--- src/bppp_pkg.sv ---
// package for the primary pci port: pin groups, user groups, states and timing
package bppp_pkg;
  localparam logic [3:0] BPPP_DEVSEL_WAIT     = 4'h5;
  localparam logic [1:0] BPPP_REQ_GAP         = 2'h2;
  localparam logic [3:0] BPPP_CMD_CFG_RD      = 4'hA;
  localparam logic [3:0] BPPP_CMD_CFG_WR      = 4'hB;
  localparam logic [1:0] BPPP_CFG_TYPE0       = 2'h0;

  typedef enum logic [4:0] {
    BPPP_M_IDLE = 5'h01,
    BPPP_M_ADDR = 5'h02,
    BPPP_M_DATA = 5'h04,
    BPPP_M_TURN = 5'h08,
    BPPP_M_GAP  = 5'h10
  } bppp_mst_t;

  typedef enum logic [3:0] {
    BPPP_T_IDLE = 4'h1,
    BPPP_T_DATA = 4'h2,
    BPPP_T_TURN = 4'h4,
    BPPP_T_SKIP = 4'h8
  } bppp_tgt_t;

  // shared pci lines as seen from the pins
  typedef struct packed {
    logic [31:0] ad;
    logic [3:0]  cbe_n;
    logic        par;
    logic        frame_n;
    logic        irdy_n;
    logic        trdy_n;
    logic        devsel_n;
    logic        stop_n;
  } bppp_pci_in_t;

  // one sustained tri-state output: level and enable
  typedef struct packed {
    logic val;
    logic oe;
  } bppp_sts_t;

  // request from the forwarding logic to run one single-word transfer
  typedef struct packed {
    logic        valid;
    logic [31:0] addr;
    logic [3:0]  cmd;
    logic [31:0] wdata;
    logic [3:0]  be_n;
    logic        posted;
  } bppp_mreq_t;

  typedef struct packed {
    logic        done;
    logic        master_abort;
    logic        target_abort;
    logic        retry;
    logic [31:0] rdata;
  } bppp_mrsp_t;

  // events from queues and secondary side that raise system error
  typedef struct packed {
    logic posted_discard;
    logic dly_wr_discard;
    logic dly_rd_discard;
    logic dly_master_timeout;
    logic posted_wr_perr_target;
  } bppp_serr_ev_t;
endpackage

--- src/bppp_primary_port.sv ---
// primary pci port of the bridge: target and master handshakes, parity, error and arbitration
`timescale 1ns/1ps
//////////////////////////////////////////////////////////////////////////////
// Behaviour
// - hold target ready until data phase ends
// - drive sustained outputs high one cycle first
// - master abort if no devsel in 5
// - assert device select on own decode
// - stop as target; obey stop as master
// - claim type 0 config only with select
// - parity error on bad received data
// - system error on parity, secondary, posted aborts
// - system error on discards and master timeout
// - system error drives only low, open drain
// - request bus when initiating
// - request stays off at least 2 clocks; after a drop of mreq_in.valid it can be off for only 1
// - start only with grant and idle bus
// - park ad, cbe, parity when granted idle
// - even parity, one clock after phase
// - frame marks start, release marks last
//////////////////////////////////////////////////////////////////////////////
module bppp_primary_port
  import bppp_pkg::*;
(
  input  wire logic                    core_clk_in,
  input  wire logic                    reset_n_in,
  input  wire bppp_pkg::bppp_pci_in_t  pci_in,
  input  wire logic                    primary_config_select_in,
  input  wire logic                    primary_grant_n_in,
  input  wire logic                    secondary_system_error_n_in,
  input  wire logic                    own_decode_in,
  input  wire logic                    tgt_stop_in,
  input  wire logic                    tgt_ready_in,
  input  wire logic [31:0]             tgt_rdata_in,
  input  wire bppp_pkg::bppp_mreq_t    mreq_in,
  input  wire bppp_pkg::bppp_serr_ev_t serr_ev_in,
  output logic [31:0]                  ad_out,
  output logic                         ad_oe_out,
  output logic [3:0]                   cbe_n_out,
  output logic                         cbe_oe_out,
  output logic                         par_out,
  output logic                         par_oe_out,
  output bppp_pkg::bppp_sts_t          frame_n_out,
  output bppp_pkg::bppp_sts_t          irdy_n_out,
  output bppp_pkg::bppp_sts_t          primary_target_ready_n_out,
  output bppp_pkg::bppp_sts_t          primary_device_select_n_out,
  output bppp_pkg::bppp_sts_t          stop_n_out,
  output bppp_pkg::bppp_sts_t          primary_parity_error_n_out,
  output logic                         primary_system_error_n_out,
  output logic                         primary_system_error_oe_out,
  output logic                         primary_request_n_out,
  output logic                         primary_request_oe_out,
  output logic                         tgt_start_out,
  output logic [31:0]                  tgt_addr_out,
  output logic [3:0]                   tgt_cmd_out,
  output logic                         tgt_wr_out,
  output logic [31:0]                  tgt_wdata_out,
  output logic                         mreq_ready_out,
  output bppp_pkg::bppp_mrsp_t         mrsp_out
);
  import bppp_pkg::*;

  typedef struct packed {
    bppp_mst_t   mst;
    bppp_tgt_t   tgt;
    logic [3:0]  dcnt;
    logic [1:0]  gap;
    logic        req_n;
    logic [31:0] ad;
    logic        ad_oe;
    logic [3:0]  cbe;
    logic        cbe_oe;
    logic        par;
    logic        par_oe;
    logic        chk_par;
    logic        chk_addr;
    logic        chk_posted;
    logic        lpar;
    bppp_sts_t   frame;
    bppp_sts_t   irdy;
    bppp_sts_t   trdy;
    bppp_sts_t   devsel;
    bppp_sts_t   stop;
    bppp_sts_t   perr;
    logic        serr;
    logic        tstart;
    logic [31:0] taddr;
    logic [3:0]  tcmd;
    logic        twr;
    logic [31:0] twdata;
    logic        rdvalid;
    bppp_mrsp_t  rsp;
  } bppp_state_t;

  bppp_state_t s_r;
  bppp_state_t s_nxt;
  logic        bus_idle;
  logic        claim;
  logic        par_calc;
  logic        posted_abort;
  logic        addr_perr;

  assign bus_idle = pci_in.frame_n & pci_in.irdy_n;
  assign par_calc = ^{pci_in.ad, pci_in.cbe_n};
  // type 0 config needs the select pin and type 1 config is never claimed; non-config decodes come from the forwarding logic
  assign claim = ((pci_in.cbe_n == BPPP_CMD_CFG_RD) || (pci_in.cbe_n == BPPP_CMD_CFG_WR))
               ? (primary_config_select_in && (pci_in.ad[1:0] == BPPP_CFG_TYPE0))
               : own_decode_in;
  // the done pulse makes an abort one event, not a level that lasts until the next transfer
  assign posted_abort = s_r.chk_posted && s_r.rsp.done && (s_r.rsp.master_abort || s_r.rsp.target_abort);
  // parity lags its ad and cbe by one clock, so it is held against last clock's bus
  assign addr_perr = s_r.chk_addr && (s_r.lpar != pci_in.par);

  always_comb begin
    s_nxt = s_r;
    s_nxt.tstart = 1'b0;
    s_nxt.rsp.done = 1'b0;
    s_nxt.chk_addr = 1'b0;
    s_nxt.chk_par = 1'b0;
    s_nxt.lpar = par_calc;
    // sustained outputs: an asserted one is parked high for one cycle (frame for the whole data phase and one cycle more), then released
    if (s_r.tgt == BPPP_T_TURN && s_r.devsel.oe && s_r.devsel.val) s_nxt.devsel.oe = 1'b0;
    if (s_r.tgt == BPPP_T_TURN && s_r.trdy.oe && s_r.trdy.val) s_nxt.trdy.oe = 1'b0;
    if (s_r.tgt == BPPP_T_TURN && s_r.stop.oe && s_r.stop.val) s_nxt.stop.oe = 1'b0;
    if (s_r.perr.oe && s_r.perr.val) s_nxt.perr.oe = 1'b0;
    if (s_r.perr.oe && !s_r.perr.val) s_nxt.perr.val = 1'b1;
    if (s_r.frame.oe && s_r.frame.val && s_r.mst == BPPP_M_TURN) s_nxt.frame.oe = 1'b0;
    if (s_r.irdy.oe && s_r.irdy.val && s_r.mst == BPPP_M_TURN) s_nxt.irdy.oe = 1'b0;
    // data parity on write data received as target
    if (s_r.chk_par && (s_r.lpar != pci_in.par)) begin
      s_nxt.perr = '{val: 1'b0, oe: 1'b1};
    end
    // read data parity as master goes one clock behind
    if (s_r.rdvalid && (s_r.lpar != pci_in.par)) s_nxt.perr = '{val: 1'b0, oe: 1'b1};
    s_nxt.rdvalid = 1'b0;
    // low for each clock with an event; a new event always wins over the release
    s_nxt.serr = addr_perr | !secondary_system_error_n_in | posted_abort
               | serr_ev_in.posted_wr_perr_target
               | serr_ev_in.posted_discard | serr_ev_in.dly_wr_discard
               | serr_ev_in.dly_rd_discard | serr_ev_in.dly_master_timeout;

    // target side
    case (s_r.tgt)
      BPPP_T_IDLE: begin
        if (!pci_in.frame_n && bus_idle == 1'b0 && s_r.mst == BPPP_M_IDLE && pci_in.irdy_n) begin
          s_nxt.chk_addr = 1'b1;
          if (claim) begin
            s_nxt.devsel = '{val: 1'b0, oe: 1'b1};
            s_nxt.trdy = '{val: 1'b1, oe: 1'b1};
            s_nxt.stop = '{val: 1'b1, oe: 1'b1};
            s_nxt.tstart = 1'b1;
            s_nxt.taddr = pci_in.ad;
            s_nxt.tcmd = pci_in.cbe_n;
            s_nxt.twr = pci_in.cbe_n[0];
            s_nxt.tgt = BPPP_T_DATA;
          end else begin
            s_nxt.tgt = BPPP_T_SKIP;
          end
        end
      end
      BPPP_T_DATA: begin
        if (tgt_stop_in && s_r.trdy.val) s_nxt.stop.val = 1'b0;
        if (tgt_ready_in && s_r.trdy.val) begin
          s_nxt.trdy.val = 1'b0;
          s_nxt.ad = tgt_rdata_in;
          s_nxt.ad_oe = !s_r.twr;
        end
        if (!s_r.ad_oe) s_nxt.par_oe = 1'b0;
        // once low, target ready holds until the initiator completes the phase
        if (!s_r.trdy.val && !pci_in.irdy_n) begin
          s_nxt.twdata = pci_in.ad;
          s_nxt.chk_par = s_r.twr;
          s_nxt.par = par_calc;
          s_nxt.par_oe = !s_r.twr;
          if (pci_in.frame_n) begin
            s_nxt.trdy.val = 1'b1;
            s_nxt.devsel.val = 1'b1;
            s_nxt.stop.val = 1'b1;
            s_nxt.ad_oe = 1'b0;
            s_nxt.tgt = BPPP_T_TURN;
          end
        end else if (!s_r.stop.val && pci_in.frame_n && !pci_in.irdy_n) begin
          s_nxt.devsel.val = 1'b1;
          s_nxt.stop.val = 1'b1;
          s_nxt.trdy.val = 1'b1;
          s_nxt.ad_oe = 1'b0;
          s_nxt.tgt = BPPP_T_TURN;
        end
      end
      BPPP_T_TURN: begin
        s_nxt.par_oe = 1'b0;
        s_nxt.tgt = BPPP_T_IDLE;
      end
      default: begin
        if (bus_idle) s_nxt.tgt = BPPP_T_IDLE;
      end
    endcase

    // master side
    case (s_r.mst)
      BPPP_M_IDLE: begin
        // once raised, the request holds until the start unless mreq_in.valid drops, so a busy target side never makes a short gap
        s_nxt.req_n = s_r.req_n ? !(mreq_in.valid && s_r.tgt == BPPP_T_IDLE) : !mreq_in.valid;
        if (!s_r.req_n && !primary_grant_n_in && bus_idle && s_r.tgt == BPPP_T_IDLE) begin
          s_nxt.frame = '{val: 1'b0, oe: 1'b1};
          s_nxt.irdy = '{val: 1'b1, oe: 1'b1};
          s_nxt.ad = mreq_in.addr;
          s_nxt.cbe = mreq_in.cmd;
          s_nxt.ad_oe = 1'b1;
          s_nxt.cbe_oe = 1'b1;
          s_nxt.chk_posted = mreq_in.posted;
          s_nxt.dcnt = '0;
          s_nxt.req_n = 1'b1;
          s_nxt.mst = BPPP_M_ADDR;
        end else if (!primary_grant_n_in && bus_idle && s_r.tgt == BPPP_T_IDLE) begin
          s_nxt.ad_oe = 1'b1;
          s_nxt.cbe_oe = 1'b1;
          s_nxt.par_oe = s_r.ad_oe;
          s_nxt.par = ^{s_r.ad, s_r.cbe};
        end else if (s_r.tgt == BPPP_T_IDLE) begin
          s_nxt.ad_oe = 1'b0;
          s_nxt.cbe_oe = 1'b0;
          s_nxt.par_oe = s_r.ad_oe & s_r.cbe_oe;
        end
      end
      BPPP_M_ADDR: begin
        s_nxt.par = ^{s_r.ad, s_r.cbe};
        s_nxt.par_oe = 1'b1;
        s_nxt.frame.val = 1'b1;                                       // single data phase
        s_nxt.irdy.val = 1'b0;
        s_nxt.cbe = mreq_in.be_n;
        s_nxt.ad = mreq_in.wdata;
        s_nxt.ad_oe = mreq_in.cmd[0];
        s_nxt.mst = BPPP_M_DATA;
      end
      BPPP_M_DATA: begin
        s_nxt.dcnt = s_r.dcnt + 4'h1;
        s_nxt.par = ^{s_r.ad, s_r.cbe};
        s_nxt.par_oe = s_r.ad_oe;
        s_nxt.rsp.master_abort = 1'b0;
        s_nxt.rsp.target_abort = 1'b0;
        s_nxt.rsp.retry = 1'b0;
        if (pci_in.devsel_n && s_r.dcnt >= BPPP_DEVSEL_WAIT - 4'h1) begin
          s_nxt.rsp.master_abort = 1'b1;
          s_nxt.mst = BPPP_M_TURN;
        end else if (!pci_in.trdy_n) begin
          s_nxt.rsp.rdata = pci_in.ad;
          s_nxt.rdvalid = !s_r.ad_oe;
          s_nxt.mst = BPPP_M_TURN;
        end else if (!pci_in.stop_n) begin
          s_nxt.rsp.target_abort = pci_in.devsel_n;
          s_nxt.rsp.retry = !pci_in.devsel_n;
          s_nxt.mst = BPPP_M_TURN;
        end
        if (s_nxt.mst == BPPP_M_TURN) begin
          s_nxt.irdy.val = 1'b1;
          s_nxt.ad_oe = 1'b0;
          s_nxt.cbe_oe = 1'b0;
          s_nxt.rsp.done = 1'b1;
        end
      end
      BPPP_M_TURN: begin
        s_nxt.par_oe = 1'b0;
        s_nxt.mst = BPPP_M_GAP;
      end
      default: begin
        s_nxt.gap = s_r.gap + 2'h1;
        if (s_r.gap == BPPP_REQ_GAP - 2'h1) begin
          s_nxt.gap = '0;
          s_nxt.mst = BPPP_M_IDLE;
        end
      end
    endcase
  end

  // the asynchronous reset alone tri-states every pin
  always_ff @(posedge core_clk_in or negedge reset_n_in) begin
    if (!reset_n_in) begin
      s_r <= '0;
      s_r.mst <= BPPP_M_IDLE;
      s_r.tgt <= BPPP_T_IDLE;
      s_r.req_n <= 1'b1;
      s_r.frame <= '{val: 1'b1, oe: 1'b0};
      s_r.irdy <= '{val: 1'b1, oe: 1'b0};
      s_r.trdy <= '{val: 1'b1, oe: 1'b0};
      s_r.devsel <= '{val: 1'b1, oe: 1'b0};
      s_r.stop <= '{val: 1'b1, oe: 1'b0};
      s_r.perr <= '{val: 1'b1, oe: 1'b0};
    end else begin
      s_r <= s_nxt;
    end
  end

  assign ad_out = s_r.ad;
  assign ad_oe_out = s_r.ad_oe;
  assign cbe_n_out = s_r.cbe;
  assign cbe_oe_out = s_r.cbe_oe;
  assign par_out = s_r.par;
  assign par_oe_out = s_r.par_oe;
  assign frame_n_out = s_r.frame;
  assign irdy_n_out = s_r.irdy;
  assign primary_target_ready_n_out = s_r.trdy;
  assign primary_device_select_n_out = s_r.devsel;
  assign stop_n_out = s_r.stop;
  assign primary_parity_error_n_out = s_r.perr;
  assign primary_system_error_n_out = 1'b0;
  assign primary_system_error_oe_out = s_r.serr;
  assign primary_request_n_out = s_r.req_n;
  assign primary_request_oe_out = reset_n_in;
  assign tgt_start_out = s_r.tstart;
  assign tgt_addr_out = s_r.taddr;
  assign tgt_cmd_out = s_r.tcmd;
  assign tgt_wr_out = s_r.twr;
  assign tgt_wdata_out = s_r.twdata;
  assign mreq_ready_out = s_r.rsp.done;
  assign mrsp_out = s_r.rsp;
endmodule

--- config.mk ---
export PLATFORM = sky130hd
export DESIGN_NAME = bppp_primary_port
export DESIGN_NICKNAME = d
export VERILOG_FILES = /design/src/bppp_pkg.sv /design/src/bppp_primary_port.sv
export SDC_FILE = /design/constraint.sdc
export NUM_CORES = 1
export LEC_CHECK = 0
export ABC_CLOCK_PERIOD_IN_PS = 2580
export BUFFER_PORTS_ARGS = -buffer_cell sky130_fd_sc_hd__buf_2
export CORE_ASPECT_RATIO = 1.1
export CORE_MARGIN = 3
export CORE_UTILIZATION = 51
export DETAILED_ROUTE_END_ITERATION = 6
export HOLD_SLACK_MARGIN = 0.08
export PLACE_DENSITY = 0.88
export RECOVER_POWER = 100
export SLEW_MARGIN = 40
export SYNTH_ARGS = -nofsm -noshare
export SYNTH_HDL_FRONTEND = slang
export SYNTH_SLANG_ARGS = --single-unit
--- constraint.sdc ---
create_clock -name core_clk_in -period 2.58 [get_ports core_clk_in]
set_input_delay 0 -clock core_clk_in [delete_from_list [all_inputs] [get_ports core_clk_in]]
set_output_delay 0 -clock core_clk_in [all_outputs]
set_load 0.005 [all_outputs]
Word level (Yosys, flattened, before mapping)
Cells that the tools add are included.
{ "classes": {"add_sub_neg": 2, "magnitude_cmp": 1, "n_eq_ne": 19, "n_mux": 97, "n_bitwise": 12, "reduce_logical": 73} }
{ "ops": {"columns": ["cell", "count"], "rows": [
  ["38-bit 2-to-1 mux", 3],
  ["33-bit 2-to-1 mux", 3],
  ["36-bit XOR reduction", 2],
  ["32-bit case mux with 2 select lines", 1],
  ["1-bit 2-to-1 mux", 49],
  ["37-bit 2-to-1 mux", 1],
  ["4-bit 2-to-1 mux", 9],
  ["34-bit 2-to-1 mux", 1],
  ["1-bit logical AND", 33],
  ["32-bit 2-to-1 mux", 1],
  ["5-bit 2-to-1 mux", 6],
  ["5-bit case mux with 4 select lines", 1],
  ["4-bit case mux with 2 select lines", 2],
  ["3-bit AND reduction", 5],
  ["1-bit case mux with 2 select lines", 7],
  ["1-bit logical NOT", 13],
  ["2-bit 2-to-1 mux", 6],
  ["6-bit 2-to-1 mux", 2],
  ["4-bit case mux with 3 select lines", 1],
  ["5-bit by 4-bit equality test with 1-bit output (second input constant)", 2],
  ["2-bit AND reduction", 5],
  ["3-bit nonzero test", 3],
  ["4-bit equality test (second input constant)", 2],
  ["1-bit bitwise OR", 7],
  ["other kinds (29)", 39]
]} }
{ "totals": {"regBits": 180, "inputBits": 161, "output_inout_bits": 163, "word_cells": 243} }

Longest topological paths before layout
{ "depth": {"word_depth": 10, "mapped_depth": 9, "mapped_depth_nobuf": 9} }

Worst setup path after synthesis
Ideal clock, no wire load.
{ "synth_timing": {"path_kind": "register -> register", "from": "reg s_r[171] in the netlist's numbering", "to": "reg s_r[121] in the netlist's numbering", "setup_ns": 0.125, "arrival_time_ns": 2.000, "t_required_ns": 2.455, "slack_ns": 0.455, "stages_incl_launch_ff": 7, "cell_sequence": "dfstp_2 nand2b_1 or3_1 buf_2 or3_4 nor2_8 mux2_2"} }
{ "synth_via": {"elab_chain_len": 3} }
{ "synth_rtl": {"columns": ["element", "line_no", "rtl"], "rows": [
  ["start: declaration", "bppp_primary_port.sv:95", "bppp_state_t s_r;"],
  ["start signal: assignment", "bppp_primary_port.sv:290", "s_r <= s_nxt;"],
  ["4-bit by 1-bit equality test with 1-bit output", "bppp_primary_port.sv:204", "if (!s_r.req_n && !primary_grant_n_in && bus_idle && s_r.tgt == BPPP_T_IDLE) begin"],
  ["1-bit logical AND", "bppp_primary_port.sv:204", null],
  ["2-bit AND reduction (no line)", null, null]
]} }
No other way between the ends.
A chain may end at the register's enable or synchronous reset.

Final worst setup path
{ "layout_timing": {"from": "reg s_r[171] in the netlist's numbering", "to": "reg s_r, in the netlist cbe_n_out[3]"} }
{ "layout_via": {"elab_chain_len": 4} }
{ "layout_rtl": {"columns": ["element", "line_no"], "rows": [
  ["4-bit by 1-bit equality test with 1-bit output", "bppp_primary_port.sv:204"],
  ["1-bit logical AND", "bppp_primary_port.sv:204"],
  ["2-bit by 1-bit != test with 1-bit output (no line)", null],
  ["2-bit AND reduction (no line)", null]
]} }
No other way between the ends.

==> impl_results.md <==
* Initial Util at a little over half
* GRT Overall Usage at 28.3%
* Yosys reg bits at about 180
* First-pass GRT wire length at 44.1 mm
* Critical path, cell by cell: nand2b_1 > or3_1 > or3_4 > nor2_8 > a22oi_1 > dlygate4sd3_1 > nand2_1
* Grt ovf at 0
* RSZ-0062 raised after global routing: yes
* Worst reg2reg path startpoint: s_r[171]
* CP peak stage delay at 0.60 ns
* Nets at 1313
* Synth Area per Inst at between 10 and 15 um2
* Dpl ws at about 0.37 ns
* Die Width at 136 um
* Flop-to-flop setup slack at between 0.07 and 0.08 ns
* Worst Setup End Kind: flip-flop
* Peak VDD IR at 0.763 mV
* Routability cong. at a little under 0.9
* Cells after synthesis at 819
* Maxcap violations at 1
* Port bufs at around 320
* Post-synthesis mux area share at 15.2%
* Final Cell Area at between 10000 and 15000 um2
* Average wire per standard cell at between 20 and 25 um
* Synth Area in Adders at 0.661%
* Post-Syn Area at between 9000 and 10000 um2
* Vias in the first global route at 8032
* Synth Flop Type: dfrtp_1
* CTS Sinks at 179
* Die Ht at 149 um
* Number of iterations in the first detailed-routing pass at 5
* Leakage at about 0.0057 uW
* Slew of the pin with the lowest slew margin at about 1.7 ns
* Clock skew at around 0.015 ns
* DR DRC count at 0
* Fin crit period at 2.50 ns
* Worst Hold Class: input port to flip-flop
* Main combinational cell family by area after synthesis: multiplexers
* Post-Layout Cell Count at between 1000 and 1500
* Synth unique cells at 50
* PnR worst setup slack at 0.0770 ns
* Average vias per placed instance at around 5.4
* Clk_lat worst skew at 0.44 ns
* Root Buffer Master: clkbuf_16
* Fillers at 1211
* Remaining antenna violation count at 0
* Status: finished with violations
* Setup-failing EPs final at 0
* Clock Path Buffers at 2
* RR Endpoint: cbe_n_out[3]
* HPWL after detailed placement at 17.2 mm
* Compound-cell area share of the yosys netlist at 9.52%
* Simple-gate area share of the yosys netlist at 5.34%
* Num ports at 324
* Synthesized Nets at 985
* Hold Crit Start: primary_grant_n_in
* CTS buffer count at 17
* Pwr/cell area at 1100 nW/um2
* WL final at 28.8 mm
* Worst Setup SP: s_r[171]
* Inst Count DP at 1204
* Async SR Flop Fraction at 100%
* CTS tree: done
* Internal power at 8540 uW
* Max Fanout on Critical Path at 10
* Layout cells sized above 1 at 34.4%
* Sw frac at 36.7%
* DRT iter0 DRCs at 486
* Post-Synth XOR/XNOR Area at 6.72%
* Max-slew violations at about 70
* Critical Path Sink: cbe_n_out[3]
* Crit-path slowest cell: dlygate4sd3_1
* Fin. Hold Viols at 0
* Fmax at around 0.40 GHz
* Sequential share of the synthesized area at between 40% and 50%
* Core area at 17900 um2
* Critical path class: flip-flop to flip-flop
* Number of synthesized flops with an enable pin at 0
* Gate power share at 42.5%
* Worst Reg2Reg Path Length in Cells at 7
* Clock network fraction of total power at 20.3%
* Reg power frac at around 37%
* Die footprint at around 20000 um2
* Htree depth at 4
* Vias at about 7600
* Crit start category: flip-flop
* Antenna violations before repair at 1
* Max_slew headroom at -14.8%
* Fin crit share at 97.0%
* Placed Area at 10200 um2
* Critical path required time at approximately 3.0 ns
* Switch Pwr at a little under 5000 uW
* P&R area growth vs syn at 29.8%
* Core Rows at 51
* Data arrival, critical path at ~2.9 ns
* Largest net degree at the start of global routing at 70
* Worst-path clk slew at 0.07 ns
* Violated checks: max-capacitance violations, max-slew violations
* Syn. warnings at 0
kinds of logic (layout without fill, tap and decap cells):
group	Yosys count	in the layout
muxes	132	132
DFF	179	179
other	1	3
xor gates and xnor gates	71	71
and+or+nand+nor	104	104
AOI/OAI and AO/OA	125	125
adders and majority gates	5	5
buffers and inverters	202	542
state kept, by name, indices dropped and copies added, names as in the netlist, 2 cells and up:
name / cells
ad_out: 32
cbe_n_out: 4
frame_n_out: 2
irdy_n_out: 2
mrsp_out: 35
primary_device_select_n_out: 2
primary_parity_error_n_out: 2
primary_target_ready_n_out: 2
s_r: 20
stop_n_out: 2
tgt_addr_out: 32
tgt_cmd_out: 4
tgt_wdata_out: 32
cells in the mapped netlist (11+ instances only):
library cell | instances | area, um2
a22oi_1 | 36 | 270
buf_2 | 17 | 85.1
buf_4 | 157 | 1180
dfrtp_1 | 170 | 4250
inv_1 | 13 | 48.8
mux2_2 | 90 | 1010
mux2i_1 | 35 | 350
nand2_1 | 44 | 165
nor2_1 | 23 | 86.3
o21ai_0 | 24 | 120
o21ai_2 | 28 | 245
xnor2_1 | 59 | 517
xor2_1 | 11 | 96.3
worst max-delay path, delay by kind of cell, from the launching register on:
kind,cells,cell delay [ns]
compound gates,1,0.12
buf+inv,1,0.60
flops,1,0.57
simple gates,5,1.16
per-stage QoR:
| stage | total power [uW] | setup TNS [ns] | util (%) | hold WS [ns] |
|---|---|---|---|---|
| CTS | 13400 | 0 | 69.1 | 0.0912 |
| detailed placement | 10400 | 0 | 56.8 | 0.0394 |
| finish | 13500 | 0 | 68.5 | 0.0937 |
| global placement | 10200 | 0 | 56.8 | 0.0358 |
| global route | 14200 | -0.0158 | 68.5 | 0.132 |
| floorplan | 9760 | 0 | - | -0.296 |
routing by layer:
layer / GRT usage (%) / wire length [um] / vias to the layer above
met5: 0 / 0 / -
met4: 13.2 / 1370 / 0
met3: 6.24 / 2090 / 102
met2: 50.0 / 14600 / 454
met1: 32.5 / 10700 / 3684
li1: - / - / 3323
power groups by stage:
stage | registers [uW] | clock network (uW) | logic, uW
CTS | 4940 | 2760 | 5710
global placement | 4900 | 0 | 5310
global route | 5150 | 2900 | 6140
detailed placement | 4980 | 0 | 5470
finish | 5020 | 2730 | 5740
floorplan | 4740 | 0 | 5030
how the worst min path moves through the flow:
| stage | to | slack, ns | depth (start not counted) |
|---|---|---|---|
| floorplan | ad_oe_out | -0.30 | 0 |
| global placement | ad_out[1] | 0.04 | 1 |
| detailed placement | ad_out[1] | 0.04 | 1 |
| CTS | cbe_oe_out | 0.09 | 5 |
| global route | cbe_oe_out | 0.13 | 5 |
| finish | cbe_oe_out | 0.09 | 5 |
area by class of cell:
type | count | area (um2) | share of cell area [%]
diodes | 2 | 5.00 | 0.0408
clock buffers | 19 | 453 | 3.69
clock inverters | 12 | 169 | 1.38
inverters | 13 | 48.8 | 0.397
multi-input cells | 438 | 3570 | 29.1
flip-flops and latches | 179 | 4490 | 36.6
well taps | 238 | 298 | 2.43
repair buffers | 498 | 3250 | 26.5
timing repair:
action | in CTS | in global routing
setup buffers | 0 | 4
setup endpoints to repair | 0 | 4
resized for setup | 0 | 1
hold buffers | 158 | 0
hold endpoints to repair | 220 | 0
layout by cell type (no fill, tap or decap), types with 8 or more instances in the layout:
cell | netlist | final
dlygate4sd3_1 | 0 | 158
dfrtp_1 | 170 | 170
inv_1 | 13 | 13
a22oi_1 | 36 | 36
a21oi_1 | 9 | 9
xnor2_1 | 59 | 59
mux2_2 | 90 | 90
nand2_1 | 44 | 44
o21ai_0 | 24 | 24
o21ai_2 | 28 | 28
buf_2 | 17 | 218
buf_4 | 157 | 8
clkbuf_16 | 0 | 17
xor2_1 | 11 | 11
clkbuf_1 | 8 | 104
a21o_1 | 9 | 9
mux2i_1 | 35 | 35
nor2_1 | 23 | 23
Power figures use the tool's default switching activity.
